==> config.mk <==
export PLATFORM = sky130hd
export DESIGN_NAME = tbec_control
export DESIGN_NICKNAME = d
export VERILOG_FILES = /design/src/hw/tbec_pkg.sv /design/src/hw/tbec_control.sv
export SDC_FILE = /design/constraint.sdc
export NUM_CORES = 1
export LEC_CHECK = 0
export ABC_AREA = 1
export BUFFER_PORTS_ARGS = -buffer_cell sky130_fd_sc_hd__buf_2
export CAP_MARGIN = 25
export CORE_ASPECT_RATIO = 0.75
export CORE_UTILIZATION = 35
export DETAILED_ROUTE_END_ITERATION = 16
export PLACE_DENSITY = 0.65
export SLEW_MARGIN = 15
export SYNTH_ARGS = -nofsm -noshare
export SYNTH_HDL_FRONTEND = slang
export SYNTH_SLANG_ARGS = --single-unit
==> constraint.sdc <==
create_clock -name mclk -period 1.83 [get_ports mclk]
set_clock_uncertainty 0.15 [all_clocks]
set_input_delay 0.366 -clock mclk [delete_from_list [all_inputs] [get_ports mclk]]
set_output_delay 0.366 -clock mclk [all_outputs]
set_load 0.02 [all_outputs]
==> src/hw/tbec_pkg.sv <==
// Package for the timer buffer, event and interrupt control slice.
// Assumes a 32-bit Avalon-MM register port with byte addresses, one register per word.
package tbec_pkg;

    // Register word indices; byte address is four times the index
    localparam logic [5:0] TBEC_IDX_BV_CLR = 6'h06;
    localparam logic [5:0] TBEC_IDX_BV_SET = 6'h07;
    localparam logic [5:0] TBEC_IDX_EV_CTRL = 6'h09;
    localparam logic [5:0] TBEC_IDX_INT_EN = 6'h0a;
    localparam logic [5:0] TBEC_IDX_DIR_CTRL = 6'h10;
    localparam logic [5:0] TBEC_IDX_INT_FLAGS = 6'h11;

    // Event control fields
    localparam int TBEC_EVA_EN_BIT = 0;
    localparam int TBEC_EVA_ACT_LSB = 1;
    localparam int TBEC_EVB_EN_BIT = 4;
    localparam int TBEC_EVB_ACT_LSB = 5;

    // Interrupt enable fields, flags use the same layout packed as {cmp2,cmp1,cmp0,wrap}
    localparam int TBEC_INT_WRAP_BIT = 0;
    localparam int TBEC_INT_CMP_LSB = 4;
    localparam logic [7:0] TBEC_INT_EN_MASK = 8'h71;

    // Buffer-valid fields: bit 0 period, bits 3:1 compare channels
    localparam int TBEC_BV_PER_BIT = 0;
    localparam int TBEC_BV_CMP_LSB = 1;

    // Event action A codes
    localparam logic [2:0] TBEC_EVA_COUNT_RISING_EDGE = 3'h0;
    localparam logic [2:0] TBEC_EVA_COUNT_BOTH_EDGES = 3'h1;
    localparam logic [2:0] TBEC_EVA_COUNT_WHILE_HIGH = 3'h2;
    localparam logic [2:0] TBEC_EVA_STEERED = 3'h3;

    // Event action B codes
    localparam logic [2:0] TBEC_EVB_NONE = 3'h0;
    localparam logic [2:0] TBEC_EVB_STEERED = 3'h3;
    localparam logic [2:0] TBEC_EVB_RESTART_RISING = 3'h4;
    localparam logic [2:0] TBEC_EVB_RESTART_BOTH_EDGES = 3'h5;
    localparam logic [2:0] TBEC_EVB_RESTART_WHILE_HIGH = 3'h6;

    // Reset values
    localparam logic [7:0] TBEC_EV_CTRL_RST = 8'h00;
    localparam logic [7:0] TBEC_INT_EN_RST = 8'h00;
    localparam logic [3:0] TBEC_BV_RST = 4'h0;
    localparam logic [3:0] TBEC_FLAGS_RST = 4'h0;
    localparam logic TBEC_DIR_RST = 1'b0;

    // Status from the counter core
    typedef struct packed {
        logic period_buffer_write;
        logic [2:0] compare_buffer_write;
        logic update_event;
        logic [2:0] compare_match;
        logic wrap_event;
        logic hw_dir_up;
        logic hw_dir_down;
        logic prescaled_tick;
    } tbec_core_in_t;

    // Event-system channel levels
    typedef struct packed {
        logic event_a;
        logic event_b;
    } tbec_events_t;

    // Controls handed back to the counter core
    typedef struct packed {
        logic count_step;
        logic count_down;
        logic restart;
    } tbec_core_out_t;

    typedef struct packed {
        logic dir;
        logic [3:0] buffer_valid;
        logic [3:0] flags;
        logic [7:0] event_input_control;
        logic [7:0] interrupt_enable;
        logic prev_a;
        logic prev_b;
        logic ack;
        logic [31:0] rdata;
        logic count_step;
        logic restart;
        logic [2:0] compare_channel_irq;
        logic wrap_irq;
    } tbec_state_t;

endpackage

==> src/hw/tbec_control.sv <==
// Buffer-valid, event-action and interrupt control slice of a 16-bit timer/counter.
// Assumes the counter core supplies buffer writes, update, match and wrap pulses,
// and event inputs synchronous to mclk.
// Function
// Direction bit zero counts up, one counts down.
// Direction follows hardware and event actions, software writes also take effect.
// Writing one to clear register clears that buffer-valid flag.
// Writing one to set register sets that buffer-valid flag.
// Compare buffer write sets that channel's buffer-valid flag, bits 1 to 3.
// Update condition clears all compare buffer-valid flags.
// Period buffer write sets the period buffer-valid flag, bit 0.
// Update condition clears the period buffer-valid flag.
// Event input A enable applies the selected event action A.
// Event input B enable applies the selected event action B.
// Action A 0 counts rising edges, 1 counts both edges.
// Action A 2 counts prescaled clocks while event A high.
// Action A 3 counts prescaled clocks, A low up, high down, latched.
// Action B 3 counts per input A setting, B steers direction, latched.
// Action B 4 restarts on rising edge, 5 on either edge.
// Action B 6 holds restart while event B high.
// Compare interrupt enable bits 4 to 6 allow compare interrupts.
// Enable bit 0 allows the overflow/underflow interrupt.
// Compare match sets compare flag until software writes one.
// Wrap event sets overflow/underflow flag at mode's top or bottom.
// Interrupt request asserted while flag and enable both set.
// Reserved codes and action B zero change nothing.
//
// Our own choice: the Avalon-MM interface to the registers.
`timescale 1ns/100ps
module tbec_control
    import tbec_pkg::*;
#(
    parameter int ADDR_W = 8,
    parameter int NUM_CMP = 3
) (
    input wire logic mclk,
    input wire logic arst_n,
    input wire logic [ADDR_W-1:0] address,
    input wire logic read,
    input wire logic write,
    input wire logic [31:0] writedata,
    input wire logic [3:0] byteenable,
    output logic [31:0] readdata,
    output logic waitrequest,
    input wire tbec_core_in_t core_in,
    input wire tbec_events_t events,
    output tbec_core_out_t core_out,
    output logic [NUM_CMP-1:0] compare_channel_irq,
    output logic wrap_irq
);

    // The register index is taken from address bits 7:2, so eight address bits are the minimum
    if (ADDR_W < 8 || NUM_CMP != 3) begin : g_bad_param
        $error("tbec_control: ADDR_W must be at least 8 and NUM_CMP must be 3");
    end

    tbec_state_t st;
    tbec_state_t next_st;

    // Edge of an event level: rising only, or both polarities
    function automatic logic edge_of(input logic cur, input logic prev, input logic both);
        edge_of = both ? (cur ^ prev) : (cur & ~prev);
    endfunction

    function automatic logic [31:0] reg_read(input logic [5:0] idx, input tbec_state_t s);
        logic [31:0] v;
        v = 32'h0000_0000;
        if (idx == TBEC_IDX_BV_CLR || idx == TBEC_IDX_BV_SET) begin
            v[3:0] = s.buffer_valid;
        end else if (idx == TBEC_IDX_EV_CTRL) begin
            v[7:0] = s.event_input_control;
        end else if (idx == TBEC_IDX_INT_EN) begin
            v[7:0] = s.interrupt_enable;
        end else if (idx == TBEC_IDX_DIR_CTRL) begin
            v[0] = s.dir;
        end else if (idx == TBEC_IDX_INT_FLAGS) begin
            v[TBEC_INT_WRAP_BIT] = s.flags[0];
            v[TBEC_INT_CMP_LSB +: 3] = s.flags[3:1];
        end
        reg_read = v;
    endfunction

    logic [5:0] idx;
    logic [7:0] wdat;
    logic wr_go;
    logic eva_en;
    logic evb_en;
    logic [2:0] act_a;
    logic [2:0] act_b;
    logic a_step;
    logic restart_now;
    logic step_now;
    logic [3:0] bv_clr;
    logic [3:0] bv_set;
    logic [3:0] flag_clr;
    logic [3:0] flag_set;

    assign idx = address[7:2];
    assign wdat = writedata[7:0];
    // One wait state: request taken when ack is high, write takes effect at that edge
    assign waitrequest = (read | write) & ~st.ack;
    assign wr_go = write & st.ack & byteenable[0];
    assign eva_en = st.event_input_control[TBEC_EVA_EN_BIT];
    assign evb_en = st.event_input_control[TBEC_EVB_EN_BIT];
    assign act_a = st.event_input_control[TBEC_EVA_ACT_LSB +: 3];
    assign act_b = st.event_input_control[TBEC_EVB_ACT_LSB +: 3];

    always_comb begin
        next_st = st;
        bv_clr = 4'h0;
        bv_set = 4'h0;
        flag_clr = 4'h0;
        flag_set = {core_in.compare_match, core_in.wrap_event};

        // Register access
        next_st.ack = (read | write) & ~st.ack;
        if (read && !st.ack) begin
            next_st.rdata = reg_read(idx, st);
        end
        if (wr_go) begin
            if (idx == TBEC_IDX_BV_CLR) begin
                bv_clr = wdat[3:0];
            end else if (idx == TBEC_IDX_BV_SET) begin
                bv_set = wdat[3:0];
            end else if (idx == TBEC_IDX_EV_CTRL) begin
                next_st.event_input_control = wdat;
            end else if (idx == TBEC_IDX_INT_EN) begin
                next_st.interrupt_enable = wdat & TBEC_INT_EN_MASK;
            end else if (idx == TBEC_IDX_INT_FLAGS) begin
                flag_clr = {wdat[TBEC_INT_CMP_LSB +: 3], wdat[TBEC_INT_WRAP_BIT]};
            end
        end

        // Buffer-valid: hardware and W1S sets win over update and W1C clears
        next_st.buffer_valid = (st.buffer_valid & ~bv_clr & ~{4{core_in.update_event}})
                               | bv_set
                               | {core_in.compare_buffer_write, core_in.period_buffer_write};
        // Interrupt flags: a new event wins over a clear in the same cycle
        next_st.flags = (st.flags & ~flag_clr) | flag_set;

        // Count source from event A, prescaled clock when disabled or reserved
        a_step = core_in.prescaled_tick;
        if (eva_en) begin
            case (act_a)
                TBEC_EVA_COUNT_RISING_EDGE: a_step = edge_of(events.event_a, st.prev_a, 1'b0);
                TBEC_EVA_COUNT_BOTH_EDGES: a_step = edge_of(events.event_a, st.prev_a, 1'b1);
                TBEC_EVA_COUNT_WHILE_HIGH: a_step = core_in.prescaled_tick & events.event_a;
                TBEC_EVA_STEERED: a_step = core_in.prescaled_tick;
                default: a_step = core_in.prescaled_tick;
            endcase
        end

        // Restart from event B
        restart_now = 1'b0;
        if (evb_en) begin
            case (act_b)
                TBEC_EVB_RESTART_RISING: restart_now = edge_of(events.event_b, st.prev_b, 1'b0);
                TBEC_EVB_RESTART_BOTH_EDGES: restart_now = edge_of(events.event_b, st.prev_b, 1'b1);
                TBEC_EVB_RESTART_WHILE_HIGH: restart_now = events.event_b;
                default: restart_now = 1'b0;
            endcase
        end
        step_now = a_step & ~restart_now;
        next_st.count_step = step_now;
        next_st.restart = restart_now;

        // Direction: waveform mode, then software, then event steering latched at a count
        if (core_in.hw_dir_up) begin
            next_st.dir = 1'b0;
        end else if (core_in.hw_dir_down) begin
            next_st.dir = 1'b1;
        end
        if (wr_go && idx == TBEC_IDX_DIR_CTRL) begin
            next_st.dir = wdat[0];
        end
        if (step_now && evb_en && act_b == TBEC_EVB_STEERED) begin
            next_st.dir = events.event_b;
        end else if (step_now && eva_en && act_a == TBEC_EVA_STEERED) begin
            next_st.dir = events.event_a;
        end

        next_st.prev_a = events.event_a;
        next_st.prev_b = events.event_b;

        // Requests follow the new flag and enable values together
        next_st.compare_channel_irq = next_st.flags[3:1]
                                      & next_st.interrupt_enable[TBEC_INT_CMP_LSB +: 3];
        next_st.wrap_irq = next_st.flags[0] & next_st.interrupt_enable[TBEC_INT_WRAP_BIT];
    end

    always_ff @(posedge mclk or negedge arst_n) begin
        if (!arst_n) begin
            st <= '0;
            st.dir <= TBEC_DIR_RST;
            st.buffer_valid <= TBEC_BV_RST;
            st.flags <= TBEC_FLAGS_RST;
            st.event_input_control <= TBEC_EV_CTRL_RST;
            st.interrupt_enable <= TBEC_INT_EN_RST;
        end else begin
            st <= next_st;
        end
    end

    assign readdata = st.rdata;
    assign core_out.count_step = st.count_step;
    assign core_out.count_down = st.dir;
    assign core_out.restart = st.restart;
    assign compare_channel_irq = st.compare_channel_irq;
    assign wrap_irq = st.wrap_irq;
endmodule

# Word-level counts from Yosys, hierarchy flattened
# Cells that the tools add are included.
[word_totals]
ff_bits = 38
latchBits = 0
ram_bits = 0
romBits = 0
in_bits = 62
out_inout_bits = 40
elab_cells = 98
mem_count = 0
[classes]
addsub = 0
mul = 0
div = 0
order_cmp = 0
eq_ne = 13
shifts = 0
mux = 34
bitwise_logic = 27
reduce_logical = 11
[ops]
columns = ["op", "count"]
rows = [
  ["2-to-1 mux 4 bit", 13],
  ["2-to-1 mux 7 bit", 5],
  ["AND 4 bit", 3],
  ["== test 6 x 3 -> 1 bit, second input constant", 2],
  ["== test 6 x 4 -> 1 bit, second input constant", 2],
  ["== test 6 x 5 -> 1 bit, second input constant", 2],
  ["NOT 4 bit", 3],
  ["bitwise OR 4 bit", 3],
  ["2-to-1 mux 1 bit", 10],
  ["== test 3 x 2 -> 1 bit, second input constant", 3],
  ["== test 3 bit, second input constant", 3],
  ["2-to-1 mux 3 bit", 3],
  ["AND 1 bit", 8],
  ["2-to-1 mux 8 bit", 1],
  ["logical AND 1 bit", 6],
  ["NOT 1 bit", 6],
  ["one-hot mux 1 bit (3 select lines)", 2],
  ["nonzero test 5 bit", 1],
  ["AND reduction 4 bit", 1],
  ["AND 3 bit", 1],
  ["== test 3 x 1 -> 1 bit, second input constant", 1],
  ["zero test 3 bit", 1],
  ["XOR 1 bit", 2],
  ["zero test 1 bit", 1],
  ["other kinds (2)", 2],
]

# Longest topological paths before layout
[logic_depth]
depth_word = 11
ltp_mapped = 10
mapped_depth_nobuf = 10

# Least setup slack after synthesis
# No wires, ideal clock.
[synth_path]
kind = "input to register"
startpoint = "in events[0] (netlist bit)"
endpoint = "reg st (netlist bit core_out[1])"
setup_ps = 116
arrival_ps = 1096
t_required_ps = 1564
setup_slack_ps = 468
stages = 7
n_path_buf = 0
cell_sequence = "ha_1 -> a21oi_1 -> nand2_1 -> nor2_1 -> nor2_1 -> nand2_1 -> nand2_1"
[synth_rtl]
columns = ["element", "line", "rtl"]
rows = [
  ["from (decl)", "tbec_control.sv:46", "input wire tbec_events_t events,"],
  ["to (signal assigned)", "tbec_control.sv:200", "st <= next_st;"],
  ["to (decl)", "tbec_control.sv:57", "tbec_state_t st;"],
]

# Worst setup path after layout
[layout_path]
startpoint = "reg st[38] (netlist bit)"
endpoint = "out waitrequest"
[layout_between]
elab_chain_cells = 2
[layout_lines]
columns = ["element", "line", "rtl"]
rows = [
  ["NOT 1 bit", "tbec_control.sv:101", "assign waitrequest = (read | write) & ~st.ack;"],
  ["AND 1 bit", "tbec_control.sv:101", ""],
  ["to (decl)", "tbec_control.sv:44", "output logic waitrequest,"],
]
# Every way passes these cells.

==> flow_metrics.env <==
export IMPL_clk_latency_ps=300
export IMPL_grt_pass1_wl_um=8110
export IMPL_synth_edf_count=0
export IMPL_postCtsSetupBuffers=0
export IMPL_core_area_um2=6380
export IMPL_syn_area_per_cell_um2=7.86
export IMPL_die_height_um=72.8
export IMPL_reg2regPathDepth=9
export IMPL_synthCells=298
export IMPL_drv_slew=0
export IMPL_design_power_total_mw=2.00
export IMPL_clock_root_buffer="clkbuf_8"
export IMPL_grt_max_degree=21
export IMPL_antenna_found_initial=0
export IMPL_fillers=687
export IMPL_clockBufferDepth=2
export IMPL_yosys_warnings=0
export IMPL_synthSimpleGateAreaFrac=0.317
export IMPL_finalSetupTns_ps=0
export IMPL_die_w_um=96.5
export IMPL_synth_xor_xnor_area_share=0
export IMPL_route_vias_total=1848
export IMPL_fin_crit_sh=0.869
export IMPL_utilization=0.409
export IMPL_grt_ovfl_total=0
export IMPL_clk_pin_slew_ps=80
export IMPL_cts_buffers=5
export IMPL_synth_cell_types=31
export IMPL_drc_errors=0
export IMPL_cap_violations=0
export IMPL_antenna_cells=0
export IMPL_grt_pass1_vias=1750
export IMPL_holdPathStages=1
export IMPL_mappedNetlistArea_um2=2340
export IMPL_synth_area_leaders="dfrtp_1 41%, nand2_1 13%, buf_4 12%"
export IMPL_synth_top_family_by_area="simple AND/OR/NAND/NOR gates"
export IMPL_finalNetCount=404
export IMPL_yosysSeqAreaShare=0.406
export IMPL_drive_above_1_share=0.254
export IMPL_cts_tree="built"
export IMPL_cts_resized=0
export IMPL_p_leak_nw=1.41
export IMPL_area_delta_synth_final_pct=11.5
export IMPL_layout_min_cycle_time_ps=1590
export IMPL_post_drt_wl_per_cell_um=11.5
export IMPL_synth_common_cells="78 x nand2_1, 38 x buf_4, 38 x dfrtp_1"
export IMPL_synth_flop_cell="dfrtp_1"
export IMPL_synthAdderAreaFrac=0.00534
export IMPL_cp_end_kind="primary output"
export IMPL_yosysTopAreaCell="dfrtp_1"
export IMPL_hold_slack_ps=72.1
export IMPL_power_per_cell_area_nw_per_um2=766
export IMPL_synth_compound_area_share=0.0646
export IMPL_crit_path_start_kind="flop"
export IMPL_status="finished clean"
export IMPL_die_area_um2=7030
export IMPL_globalplace_congestion=0.829
export IMPL_cts_sinks=38
export IMPL_setup_viol=0
export IMPL_critical_path_class="reg2out"
export IMPL_firstDrtPassIters=4
export IMPL_grt_use_total=0.155
export IMPL_std_cell_rows=25
export IMPL_synth_top_cell_area_share=0.406
export IMPL_ys_ff_latch=38
export IMPL_io_pins=102
export IMPL_initial_core_util=0.367
export IMPL_hold_viol_final=0
export IMPL_critPathMaxFanout=3
export IMPL_yosys_mux_area_fraction=0
export IMPL_hp_class="in2reg"
export IMPL_cp_arrival_ps=1070
export IMPL_synthArstFlopShare=1.00
export IMPL_synthMostInstantiatedCell="nand2_1"
export IMPL_rsz0062_at_grt="no"
export IMPL_portBuffers=48
export IMPL_max_freq_ghz=0.629
export IMPL_htree_levels=2
export IMPL_viasPerCell=4.37
export IMPL_postRouteAntennaNets=0
export IMPL_wl_um=4860
export IMPL_drtIter0Drc=83
export IMPL_rrSetupSlack_ps=360
export IMPL_ir_drop_mv=0.317
export IMPL_crit_required_ps=1310
export IMPL_detailed_place_hpwl_um=3810
-- critical path: stages, from the launching register on --
cell and delay (ps):
dfrtp_1 450, nor2_1 150, buf_2 180
-- through the flow --
| stage | std cells | area, µm² | setup WS, ps |
|---|---|---|---|
| floorplan | 321 | 2430 | 468 |
| global placement | 414 | 2500 | 182 |
| detailed placement | 414 | 2500 | 187 |
| CTS | 423 | 2610 | 225 |
| global route | 423 | 2610 | 169 |
| finish | 423 | 2610 | 239 |
-- power by group --
| part | switching (mW) | internal [mW] | total, mW |
|---|---|---|---|
| clock network | 0.304 | 0.408 | 0.712 |
| logic | 0.245 | 0.115 | 0.360 |
| registers | 0.0351 | 0.895 | 0.930 |
| total | 0.585 | 1.42 | 2.00 |
-- routing by layer --
layer,vias up,global-route usage,share of wire
met4,0,0.0572,0.020
met2,49,0.221,0.41
met5,-,0,0
met1,840,0.226,0.52
li1,949,-,-
met3,10,0.0406,0.056
-- cells in the final DEF (no fill, tap or decap), drive strengths merged --
master	synthesis	final
nor2	29	29
dlygate4sd3	0	1
a21oi	10	10
bufinv	0	1
o21bai	1	1
dfrtp	38	38
conb	1	24
clkbuf	0	7
ha	1	1
nand2	86	86
o31ai	2	2
nor3	1	1
inv	42	42
nand4	2	2
nand3	35	35
o21ai	7	7
o211ai	1	1
a31oi	1	1
buf	40	52
nand3b	1	1
-- cell type report --
class | instances | area, µm² | area share
clock inverters | 1 | 30.0 | 0.0115
flip-flops and latches | 38 | 951 | 0.364
multi-input cells | 201 | 996 | 0.381
well taps | 81 | 101 | 0.0388
repair buffers | 53 | 293 | 0.112
inverters | 42 | 165 | 0.0632
clock buffers | 7 | 76.3 | 0.0292
-- sequential cells by signal (all words and copies together), names as in the netlist --
name,cells
act_b,3
act_a,3
eva_en,1
st,15
core_out,3
compare_channel_irq,3
evb_en,1
readdata,8
wrap_irq,1
-- cell families after synthesis --
kind of cell,Yosys count
simple gates,154
buf+inv,82
flops,38
other cells,1
fa+ha+maj,1
compound gates,22
-- worst paths after layout --
path,end,start
setup / recovery,waitrequest,st[38]$_DFF_PN0_
hold / removal,st[39]$_DFF_PN0_,events[0]
setup reg to reg,core_out[1]$_DFFE_PN0P_,st[39]$_DFF_PN0_
hold reg to reg,readdata[4]$_DFFE_PN0P_,readdata[4]$_DFFE_PN0P_
max in group asynchronous,st[46]$_DFF_PN0_,arst_n
min in group asynchronous,st[64]$_DFF_PN0_,arst_n
-- timing repair --
item                                   CTS  global route
endpoints found under the hold margin   18             0
hold buffers                             1             0
setup endpoints to repair                0             0
Note: power is estimated with default switching activity, not from simulation.
